$ cat src/include/mfcr_map.svh
// Register offsets, field positions, reset values and fault codes of the fault checker
`ifndef MFCR_MAP_SVH
`define MFCR_MAP_SVH

// Register byte offsets on the APB
`define MFCR_OFF_DFSR 12'h000
`define MFCR_OFF_IFSR 12'h004
`define MFCR_OFF_FAR 12'h008
`define MFCR_OFF_DACR 12'h00C
`define MFCR_OFF_CTRL 12'h010

// Control register bit positions
`define MFCR_CTRL_MMU_EN 0
`define MFCR_CTRL_ALIGN_EN 1
`define MFCR_CTRL_SYS_PROT 2
`define MFCR_CTRL_ROM_PROT 3
`define MFCR_CTRL_W 4

// Fault status register field positions
`define MFCR_FSR_STAT_LSB 0
`define MFCR_FSR_DOM_LSB 4
`define MFCR_FSR_W 8

// Reset values
`define MFCR_RST_CTRL 4'h0
`define MFCR_RST_DACR 32'h0000_0000
`define MFCR_RST_FSR 8'h00
`define MFCR_RST_FAR 32'h0000_0000

// Fault status codes
`define MFCR_ST_ALIGN 4'h1
`define MFCR_ST_XT_L1 4'hC
`define MFCR_ST_XT_L2 4'hE
`define MFCR_ST_TR_SEC 4'h5
`define MFCR_ST_TR_PAGE 4'h7
`define MFCR_ST_DOM_SEC 4'h9
`define MFCR_ST_DOM_PAGE 4'hB
`define MFCR_ST_PERM_SEC 4'hD
`define MFCR_ST_PERM_PAGE 4'hF
`define MFCR_ST_XA_SEC 4'h8
`define MFCR_ST_XA_PAGE 4'hA

// Descriptor type codes in bits [1:0]
`define MFCR_DESC_FAULT 2'h0
`define MFCR_L1_SECTION 2'h2

// Domain and permission field codes
`define MFCR_DOM_CLIENT 2'h1
`define MFCR_DOM_MANAGER 2'h3
`define MFCR_AP_NONE 2'h0
`define MFCR_AP_PRIV 2'h1
`define MFCR_AP_USER_RO 2'h2

// Access sizes
`define MFCR_SZ_HALF 2'h1
`define MFCR_SZ_WORD 2'h2

// 1 KB block split of an address, and the last word offset in a block
`define MFCR_KB_LSB 10
`define MFCR_KB_LAST_WORD 10'h3FC

`endif

$ cat src/include/mfcr_pkg.sv
// Types shared by the fault checker and its users
`default_nettype none
package mfcr_pkg;

	// One access presented for checking, with what the table walk returned
	typedef struct packed {
		logic [31:0] modified_virtual_address;
		logic is_fetch;
		logic is_pf_op;
		logic [1:0] size;
		logic is_write;
		logic is_user;
		logic burst_first;
		logic burst_more;
		logic l1_walk_abort;
		logic [1:0] l1_type;
		logic [3:0] l1_domain;
		logic [1:0] l1_ap;
		logic l2_walk_abort;
		logic [1:0] l2_type;
		logic [1:0] l2_ap;
	} mfcr_req_s;

	// Verdict on a checked access
	typedef struct packed {
		logic abort;
		logic bus_ok;
		logic [3:0] status;
		logic [3:0] domain;
	} mfcr_rsp_s;

	// External abort reported by the bus side for a granted data transfer
	typedef struct packed {
		logic is_section;
		logic [3:0] domain;
		logic [31:0] start_mva;
		logic [31:0] abort_mva;
		logic [31:0] last_mva;
	} mfcr_xab_s;

endpackage

`default_nettype wire

$ cat src/core/mfcr_core.sv
// Access fault checker with fault status, fault address and domain control registers
//
// Summary of operation
// - Data abort stores four-bit status and domain in the data fault status register
// - Fetch abort stores four-bit status and domain in the instruction fault status register
// - Fault address captures data abort address; fetch faults leave it alone
// - One fault encoded, priority alignment, walk abort, translation, domain, permission, external
// - Alignment fault reports 0b0001 with invalid domain; never on fetches
// - Walk external abort: 0b1100 invalid domain first level, 0b1110 valid second level
// - Domain 0b1001/0b1011, permission 0b1101/0b1111, all with valid domain
// - Domain field is left stale when no valid domain was read
// - Masked faults are not remembered; a retry re-checks from scratch
// - Explicit prefetch operations may update the instruction fault status register
// - Multi-word transfers capture the address of the first aborted word
// - Multi-word external abort captures last word before 1 KB boundary or last word
// - Sixteen domains, two bits each, in one 32-bit domain control register
// - Domain code 00 or 10 faults every access
// - Client codes check permissions; manager bypasses them
// - Permission 00: none, read-only with one protect bit, both bits unpredictable
// - Permission 01 privileged only, 10 user read-only, 11 full access
// - Misaligned word or halfword data faults when alignment check enabled
// - Alignment fault aborts at once, skipping all other checks
// - First-level descriptor type 00 gives section translation fault
// - Second-level descriptor type 00 gives page translation fault
// - Translation checks need the MMU enable; alignment only its own enable
// - A faulting access is kept off the bus and aborted to the core
//
// Added by the designer: the address map and the APB register port.
`timescale 1ns/1ps
`default_nettype none
`include "mfcr_map.svh"

module mfcr_core
(
	input wire logic pclk,
	input wire logic presetn,
	input wire logic psel,
	input wire logic penable,
	input wire logic pwrite,
	input wire logic [11:0] paddr,
	input wire logic [31:0] pwdata,
	output logic [31:0] prdata,
	output logic pready,
	output logic pslverr,
	input wire logic chk_valid,
	input wire mfcr_pkg::mfcr_req_s chk_req,
	output logic rsp_valid,
	output mfcr_pkg::mfcr_rsp_s rsp,
	input wire logic xab_valid,
	input wire mfcr_pkg::mfcr_xab_s xab
);

	logic [31:0] prdata_ff;
	logic pready_ff;
	logic pslverr_ff;
	logic rsp_valid_ff;
	mfcr_pkg::mfcr_rsp_s rsp_ff;
	logic [`MFCR_CTRL_W-1:0] ctrl_ff;
	logic [31:0] dacr_ff;
	logic [`MFCR_FSR_W-1:0] dfsr_ff;
	logic [`MFCR_FSR_W-1:0] ifsr_ff;
	logic [31:0] fault_addr_reg_ff;
	logic burst_aborted_ff;

	// Combinational check results
	logic chk_abort;
	logic [3:0] chk_status;
	logic chk_dom_valid;
	logic chk_capture;
	logic [31:0] xab_addr;
	logic apb_wr;
	logic apb_setup;
	logic wr_ctrl;
	logic wr_dacr;
	logic wr_dfsr;
	logic wr_ifsr;
	logic wr_far;

	assign prdata = prdata_ff;
	assign pready = pready_ff;
	assign pslverr = pslverr_ff;
	assign rsp_valid = rsp_valid_ff;
	assign rsp = rsp_ff;

	// Two-bit domain code for a domain number
	// Domain n sits at bits 2n+1:2n, so the index is the domain number doubled
	function automatic logic [1:0] dom_code(input logic [31:0] dacr, input logic [3:0] dom);
		dom_code = dacr[{dom, 1'b0} +: 2];
	endfunction

	// Whether an access is allowed by a permission field and the two protect bits
	// Both protect bits set is undefined for the system; here it simply denies
	function automatic logic perm_ok(input logic [1:0] ap, input logic sys_p, input logic rom_p,
		input logic user, input logic write);
		case (ap)
			`MFCR_AP_NONE:
				perm_ok = (sys_p ^ rom_p) && !write;
			`MFCR_AP_PRIV:
				perm_ok = !user;
			`MFCR_AP_USER_RO:
				perm_ok = !user || !write;
			default:
				perm_ok = 1'b1;
		endcase
	endfunction

	// Misalignment of a data access for its size
	// Byte accesses never fault, whatever the low address bits hold
	function automatic logic misaligned(input logic [1:0] size, input logic [1:0] lsb);
		case (size)
			`MFCR_SZ_HALF:
				misaligned = lsb[0];
			`MFCR_SZ_WORD:
				misaligned = |lsb;
			default:
				misaligned = 1'b0;
		endcase
	endfunction

	// Address kept for a multi-word external abort
	// Only two blocks are told apart; a transfer is assumed to cross at most one boundary
	function automatic logic [31:0] xab_far(input mfcr_pkg::mfcr_xab_s x);
		logic early;
		logic same_blk;
		early = x.abort_mva[31:`MFCR_KB_LSB] == x.start_mva[31:`MFCR_KB_LSB];
		same_blk = x.last_mva[31:`MFCR_KB_LSB] == x.start_mva[31:`MFCR_KB_LSB];
		if (early && !same_blk)
			xab_far = {x.start_mva[31:`MFCR_KB_LSB], `MFCR_KB_LAST_WORD};
		else
			xab_far = x.last_mva;
	endfunction

	// Priority encoder over all fault sources but the bus external abort; only the winner leaves this block
	always_comb
	begin
		logic sect;
		logic [1:0] dc;
		logic [1:0] ap_sel;
		sect = chk_req.l1_type == `MFCR_L1_SECTION;
		dc = dom_code(dacr_ff, chk_req.l1_domain);
		ap_sel = sect ? chk_req.l1_ap : chk_req.l2_ap;
		// Default is an abort; pass paths clear it, so every path drives all three results
		chk_abort = 1'b1;
		chk_status = `MFCR_ST_ALIGN;
		chk_dom_valid = 1'b0;
		if (ctrl_ff[`MFCR_CTRL_ALIGN_EN] && !chk_req.is_fetch && !chk_req.is_pf_op
			&& misaligned(chk_req.size, chk_req.modified_virtual_address[1:0]))
		begin
			chk_status = `MFCR_ST_ALIGN;
			chk_dom_valid = 1'b0;
		end
		else if (!ctrl_ff[`MFCR_CTRL_MMU_EN])
		begin
			chk_abort = 1'b0;
		end
		else if (chk_req.l1_walk_abort)
		begin
			chk_status = `MFCR_ST_XT_L1;
			chk_dom_valid = 1'b0;
		end
		else if (chk_req.l1_type == `MFCR_DESC_FAULT)
		begin
			chk_status = `MFCR_ST_TR_SEC;
			chk_dom_valid = 1'b0;
		end
		else if (!sect && chk_req.l2_walk_abort)
		begin
			chk_status = `MFCR_ST_XT_L2;
			chk_dom_valid = 1'b1;
		end
		else if (!sect && chk_req.l2_type == `MFCR_DESC_FAULT)
		begin
			chk_status = `MFCR_ST_TR_PAGE;
			chk_dom_valid = 1'b1;
		end
		else if (dc != `MFCR_DOM_CLIENT && dc != `MFCR_DOM_MANAGER)
		begin
			chk_status = sect ? `MFCR_ST_DOM_SEC : `MFCR_ST_DOM_PAGE;
			chk_dom_valid = 1'b1;
		end
		else if (dc == `MFCR_DOM_CLIENT && !perm_ok(ap_sel, ctrl_ff[`MFCR_CTRL_SYS_PROT],
			ctrl_ff[`MFCR_CTRL_ROM_PROT], chk_req.is_user, chk_req.is_write))
		begin
			chk_status = sect ? `MFCR_ST_PERM_SEC : `MFCR_ST_PERM_PAGE;
			chk_dom_valid = 1'b1;
		end
		else
		begin
			chk_abort = 1'b0;
		end
	end

	// Later words of an already aborted burst do not overwrite the first capture
	// A masked lower fault is never stored, so a retry reports it afresh
	assign chk_capture = chk_valid && chk_abort && !(chk_req.burst_more && burst_aborted_ff);
	assign xab_addr = xab_far(xab);

	// APB decode: a write takes effect in the access phase
	// Gating with pready keeps a stray access phase from writing anything
	assign apb_setup = psel && !penable;
	assign apb_wr = psel && penable && pready_ff && pwrite;
	assign wr_ctrl = apb_wr && paddr == `MFCR_OFF_CTRL;
	assign wr_dacr = apb_wr && paddr == `MFCR_OFF_DACR;
	assign wr_dfsr = apb_wr && paddr == `MFCR_OFF_DFSR;
	assign wr_ifsr = apb_wr && paddr == `MFCR_OFF_IFSR;
	assign wr_far = apb_wr && paddr == `MFCR_OFF_FAR;

	// APB answer: ready and read data are prepared in the setup cycle so they come from flops
	always_ff @(posedge pclk or negedge presetn)
	begin
		if (!presetn)
		begin
			pready_ff <= 1'b0;
			pslverr_ff <= 1'b0;
			prdata_ff <= 32'h0000_0000;
		end
		else
		begin
			pready_ff <= apb_setup;
			pslverr_ff <= 1'b0;
			prdata_ff <= 32'h0000_0000;
			if (apb_setup)
			begin
				case (paddr)
					`MFCR_OFF_DFSR:
						prdata_ff <= {24'h000000, dfsr_ff};
					`MFCR_OFF_IFSR:
						prdata_ff <= {24'h000000, ifsr_ff};
					`MFCR_OFF_FAR:
						prdata_ff <= fault_addr_reg_ff;
					`MFCR_OFF_DACR:
						prdata_ff <= dacr_ff;
					`MFCR_OFF_CTRL:
						prdata_ff <= {28'h0000000, ctrl_ff};
					default:
						pslverr_ff <= 1'b1; // Unmapped offsets answer with an error
				endcase
			end
		end
	end

	// Software control and domain registers
	always_ff @(posedge pclk or negedge presetn)
	begin
		if (!presetn)
		begin
			ctrl_ff <= `MFCR_RST_CTRL;
			dacr_ff <= `MFCR_RST_DACR;
		end
		else
		begin
			if (wr_ctrl)
				ctrl_ff <= pwdata[`MFCR_CTRL_W-1:0];
			if (wr_dacr)
				dacr_ff <= pwdata;
		end
	end

	// Verdict back to the core one cycle after the request
	// The verdict holds between requests so the core may take it late
	always_ff @(posedge pclk or negedge presetn)
	begin
		if (!presetn)
		begin
			rsp_valid_ff <= 1'b0;
			rsp_ff <= '0;
		end
		else
		begin
			rsp_valid_ff <= chk_valid;
			if (chk_valid)
			begin
				rsp_ff.abort <= chk_abort;
				rsp_ff.bus_ok <= !chk_abort;
				rsp_ff.status <= chk_abort ? chk_status : 4'h0;
				rsp_ff.domain <= chk_dom_valid ? chk_req.l1_domain : 4'h0;
			end
		end
	end

	// Tracks whether the current multi-word transfer has already faulted
	// A lone word or a fresh first word restarts the tracking
	always_ff @(posedge pclk or negedge presetn)
	begin
		if (!presetn)
			burst_aborted_ff <= 1'b0;
		else if (chk_valid && !chk_req.is_fetch && !chk_req.is_pf_op)
		begin
			if (chk_req.burst_first || !chk_req.burst_more)
				burst_aborted_ff <= chk_abort;
			else if (chk_abort)
				burst_aborted_ff <= 1'b1;
		end
	end

	// Data fault status: check faults outrank bus external aborts, and hardware beats software
	// An invalid domain leaves the stored domain field as it was
	always_ff @(posedge pclk or negedge presetn)
	begin
		if (!presetn)
			dfsr_ff <= `MFCR_RST_FSR;
		else if (chk_capture && !chk_req.is_fetch && !chk_req.is_pf_op)
		begin
			dfsr_ff[`MFCR_FSR_STAT_LSB +: 4] <= chk_status;
			if (chk_dom_valid)
				dfsr_ff[`MFCR_FSR_DOM_LSB +: 4] <= chk_req.l1_domain;
		end
		else if (xab_valid)
		begin
			dfsr_ff[`MFCR_FSR_STAT_LSB +: 4] <= xab.is_section ? `MFCR_ST_XA_SEC : `MFCR_ST_XA_PAGE;
			dfsr_ff[`MFCR_FSR_DOM_LSB +: 4] <= xab.domain;
		end
		else if (wr_dfsr)
			dfsr_ff <= pwdata[`MFCR_FSR_W-1:0];
	end

	// Instruction fault status, also fed by explicit prefetch operations
	always_ff @(posedge pclk or negedge presetn)
	begin
		if (!presetn)
			ifsr_ff <= `MFCR_RST_FSR;
		else if (chk_capture && (chk_req.is_fetch || chk_req.is_pf_op))
		begin
			ifsr_ff[`MFCR_FSR_STAT_LSB +: 4] <= chk_status;
			if (chk_dom_valid)
				ifsr_ff[`MFCR_FSR_DOM_LSB +: 4] <= chk_req.l1_domain;
		end
		else if (wr_ifsr)
			ifsr_ff <= pwdata[`MFCR_FSR_W-1:0];
	end

	// Fault address: data aborts only; fetch faults never touch it
	always_ff @(posedge pclk or negedge presetn)
	begin
		if (!presetn)
			fault_addr_reg_ff <= `MFCR_RST_FAR;
		else if (chk_capture && !chk_req.is_fetch && !chk_req.is_pf_op)
			fault_addr_reg_ff <= chk_req.modified_virtual_address;
		else if (xab_valid)
			fault_addr_reg_ff <= xab_addr;
		else if (wr_far)
			fault_addr_reg_ff <= pwdata;
	end

endmodule

`default_nettype wire

$ cat config.mk
export PLATFORM = sky130hd
export DESIGN_NAME = mfcr_core
export DESIGN_NICKNAME = d
export VERILOG_FILES = /design/src/include/mfcr_pkg.sv /design/src/core/mfcr_core.sv
export VERILOG_INCLUDE_DIRS = /design/src /design/src/include
export SDC_FILE = /design/constraint.sdc
export NUM_CORES = 1
export LEC_CHECK = 0
export ABC_AREA = 1
export BUFFER_PORTS_ARGS = -buffer_cell sky130_fd_sc_hd__buf_2
export CAP_MARGIN = 40
export CORE_MARGIN = 2
export CORE_UTILIZATION = 56
export DETAILED_ROUTE_END_ITERATION = 10
export GPL_TIMING_DRIVEN = 0
export PLACE_DENSITY_LB_ADDON = 0.08
export SETUP_SLACK_MARGIN = 0.15
export SLEW_MARGIN = 20
export SYNTH_ARGS = -nofsm -noshare
export SYNTH_HDL_FRONTEND = slang
export SYNTH_SLANG_ARGS = --single-unit
$ cat constraint.sdc
create_clock -name pclk -period 5.95 [get_ports pclk]
set_clock_uncertainty 0.15 [all_clocks]
set_input_delay 0.595 -clock pclk [delete_from_list [all_inputs] [get_ports pclk]]
set_output_delay 0.595 -clock pclk [all_outputs]
set_load 0.05 [all_outputs]
==> metrics.txt <==
# TYPE chip_impl_metric gauge
chip_impl_metric{name="pre_cts_ws",unit="ns"} 3.02
chip_impl_metric{name="yosys.area.top_type_share",unit=""} 0.404
chip_impl_metric{name="ant_nets",unit=""} 0
chip_impl_info{name="start_of_the_worst_register_to_register_path",value="dacr_ff[13]"} 1
chip_impl_metric{name="crit_required",unit="ns"} 6.12
chip_impl_metric{name="dpl.hpwl",unit="um"} 22100
chip_impl_metric{name="detailroute.via_count",unit=""} 9000
chip_impl_metric{name="route.final.wire_length",unit="um"} 28700
chip_impl_info{name="cp-start-kind",value="input pin"} 1
chip_impl_metric{name="rrSetupSlack",unit="ns"} 3.46
chip_impl_metric{name="post_cts_resized",unit=""} 0
chip_impl_metric{name="grt_usage",unit=""} 0.384
chip_impl_metric{name="synth_area",unit="um2"} 8060
chip_impl_metric{name="total_power",unit="mW"} 2.45
chip_impl_info{name="endpoint_of_the_worst_slack_reg_to_reg_timing_path",value="fault_addr_reg_ff[29]"} 1
chip_impl_metric{name="numClockSinks",unit=""} 130
chip_impl_metric{name="timing.critical_path.arrival",unit="ns"} 2.77
chip_impl_metric{name="layoutNonFillerInstCount",unit=""} 1602
chip_impl_metric{name="yosys_warnings",unit=""} 0
chip_impl_metric{name="route.detailed.wl_per_inst",unit="um"} 17.9
chip_impl_metric{name="total_number_of_nets_in_the_final_design",unit=""} 1616
chip_impl_metric{name="final_min_period_over_clock_period",unit=""} 0.437
chip_impl_info{name="hold_path.startpoint",value="chk_valid"} 1
chip_impl_metric{name="timing.final.ws_setup",unit="ns"} 3.35
chip_impl_metric{name="postCtsSetupBuffers",unit=""} 0
chip_impl_metric{name="grt_pass1_wl",unit="um"} 43400
chip_impl_metric{name="detail_route.iter0.violations",unit=""} 801
chip_impl_metric{name="postSynthCellCount",unit=""} 1158
chip_impl_info{name="holdCritPathClass",value="input pin to register"} 1
chip_impl_metric{name="synthesis.area_per_instance",unit="um2"} 6.96
chip_impl_metric{name="synth_async_sr_flop_share",unit=""} 1.00
chip_impl_info{name="cts_tree",value="yes"} 1
chip_impl_metric{name="clk_pin_slew_worst_paths",unit="ns"} 0.06
chip_impl_info{name="outcome",value="finished clean"} 1
chip_impl_metric{name="number_of_instances_on_the_worst_hold_path",unit=""} 1
chip_impl_info{name="clock_tree.root_cell",value="clkbuf_16"} 1
chip_impl_metric{name="cts_hold_buffers",unit=""} 1
chip_impl_info{name="cp-end-kind",value="register"} 1
chip_impl_metric{name="slew_viol_final",unit=""} 0
chip_impl_metric{name="dp.cells",unit=""} 1568
chip_impl_metric{name="grt_antenna_before_repair",unit=""} 0
chip_impl_metric{name="die_height",unit="um"} 124
chip_impl_metric{name="remaining_drc_errors",unit=""} 0
chip_impl_info{name="holdPathEnd",value="rsp_valid"} 1
chip_impl_metric{name="globalRouteOverflowTotal",unit=""} 0
chip_impl_metric{name="insertion_delay",unit="ns"} 0.43
chip_impl_metric{name="synth.lib_cells_used.distinct",unit=""} 35
chip_impl_metric{name="fmaxAchievable",unit="GHz"} 0.385
chip_impl_metric{name="synth-edff-count",unit=""} 0
chip_impl_metric{name="drt_pass1_iterations",unit=""} 6
chip_impl_metric{name="first_global_vias",unit=""} 8296
chip_impl_metric{name="layout-drive-gt1-share",unit=""} 0.232
chip_impl_metric{name="design.portCount",unit=""} 251
chip_impl_metric{name="dieWidth",unit="um"} 124
chip_impl_metric{name="max-vdd-ir-drop",unit="mV"} 0.219
chip_impl_metric{name="h-tree-depth",unit=""} 4
chip_impl_info{name="critPathKind",value="input pin to register"} 1
chip_impl_info{name="synthFlopType",value="dfrtp_1"} 1
chip_impl_metric{name="initial_util",unit=""} 0.576
chip_impl_metric{name="detail_route.vias_per_cell",unit=""} 5.62
chip_impl_metric{name="die_area",unit="um2"} 15400
chip_impl_info{name="rsz0062_at_grt",value="no"} 1
chip_impl_metric{name="max_slew.worst_pin.slew",unit="ns"} 0.927
chip_impl_info{name="synthTopCellsByArea",value="dfrtp_1 40%, nand2_1 23%, nand3_1 6.5%"} 1
chip_impl_metric{name="final-setup-viol-count",unit=""} 0
chip_impl_metric{name="pwr_density_cell",unit="nW/um2"} 241
chip_impl_metric{name="finalHoldViolCount",unit=""} 0
chip_impl_metric{name="cts_buffer_depth",unit=""} 2
chip_impl_metric{name="grt_max_degree",unit=""} 77
chip_impl_metric{name="synth.net_count",unit=""} 1366
chip_impl_metric{name="drv.max_cap_violation_count",unit=""} 0
chip_impl_metric{name="cts_buffers",unit=""} 17
chip_impl_metric{name="place.gp.congestion",unit=""} 0.979
chip_impl_metric{name="setup_tns",unit="ns"} 0
chip_impl_metric{name="design.core.area",unit="um2"} 14000
chip_impl_metric{name="ff2ff_path_depth",unit=""} 15
chip_impl_info{name="synth_top_cell_by_area",value="dfrtp_1"} 1
chip_impl_metric{name="critPathMaxFanout",unit=""} 10
chip_impl_metric{name="num_rows",unit=""} 43
chip_impl_metric{name="synth.ff_latch_count",unit=""} 130
chip_impl_metric{name="fin_util",unit=""} 0.727
chip_impl_metric{name="sequential_fraction_of_the_synthesis_area",unit=""} 0.404
chip_impl_metric{name="relSlewSlack",unit=""} 0.382
chip_impl_metric{name="power_leakage",unit="nW"} 5.67
chip_impl_metric{name="port_buffers",unit=""} 228
chip_impl_metric{name="syn2layout_area_growth",unit="%"} 26.2
chip_impl_metric{name="post-route-min-period",unit="ns"} 2.60
## how the worst max path moves through the flow
stage	end	slack, ns	cells after the start	start
floorplan	fault_addr_reg_ff[8]	3.66	17	chk_req[8]
detailed placement	fault_addr_reg_ff[1]	3.02	17	chk_req[7]
global route	fault_addr_reg_ff[29]	3.22	17	chk_req[7]
finish	fault_addr_reg_ff[29]	3.35	18	chk_req[7]
CTS	fault_addr_reg_ff[1]	3.45	17	chk_req[7]
global placement	rsp[8]	2.46	1	presetn
## registers in the layout, summed over array words and instances (netlist names)
register	flops
dacr_ff	32
fault_addr_reg_ff	32
prdata	32
rsp	10
dfsr_ff	8
ifsr_ff	8
ctrl_ff	4
burst_aborted_ff	1
pready	1
pslverr	1
rsp_valid	1
## final cells by class
cell class                 count  area, um2
antenna                        1       2.50
buffer                        59        290
clock buffer                  19        453
clock inverter                13        231
fill                        1199       3820
inverter                     107        402
multi-input combinational    862       4120
sequential                   130       3250
tap                          180        225
timing repair buffer         231       1200
## cell usage after synthesis (all sizes together), types with 14 or more instances
library cell  instances
xnor2                15
buf                  31
inv                 107
nor2                 38
nand4                53
dfrtp               130
mux2                 25
xor2                 14
nand3               107
o21ai                28
clkbuf               28
nand2               499
a21oi                37
## worst max-delay path: stages
cell and delay, ns:
buf_2 0.14, inv_2 0.08, buf_6 0.16, nand2_1 0.07, nand2_1 0.07, nand2_1 0.08
nand3_1 0.08, nand3_1 0.23, nand3_2 0.13, nand3_1 0.09, nand2_1 0.07, nand2_2 0.15
nand3_4 0.16, nand2_2 0.23, inv_2 0.10, buf_4 0.19, nand2_1 0.08, nand2_1 0.05
## metal layers
metal / wire length (um) / global-route usage / vias to the layer above
met5: 0 / 0 / -
met4: 847 / 0.121 / 0
met3: 3410 / 0.129 / 72
met2: 12900 / 0.594 / 559
met1: 11600 / 0.510 / 4144
li1: - / - / 4225
## metrics by stage
step | area (um2) | hold WS (ns)
5_1_grt | 10200 | 0.168
4_1_cts | 10200 | 0.178
3_3_place_gp | 9420 | 0.312
6_report | 10200 | 0.182
2_1_floorplan | 8060 | 0.149
3_5_place_dp | 9470 | 0.312
## cells by family after synthesis
| group | share of synthesized area |
|---|---|
| adders and majority gates | 0.00311 |
| DFF | 0.404 |
| xor gates and xnor gates | 0.0315 |
| AOI/OAI and AO/OA | 0.0646 |
| muxes | 0.0349 |
| and+or+nand+nor | 0.376 |
| buffers and inverters | 0.0859 |
## cells in the final DEF (no fill, tap or decap), types with 14 or more instances in the layout
master,n
dfrtp_1,130
mux2_2,25
inv_1,104
nand2_1,497
a21oi_1,37
clkbuf_16,17
clkbuf_1,28
o21ai_0,26
nand3_1,105
xnor2_1,15
xor2_1,14
buf_2,240
nor2_1,37
nand4_1,51
## where the power goes
part	total, mW	switching, mW	internal (mW)
combinational	0.309	0.193	0.116
sequential	0.931	0.0177	0.914
clock	1.21	0.407	0.808
Note: power is estimated with default switching activity, not from simulation.
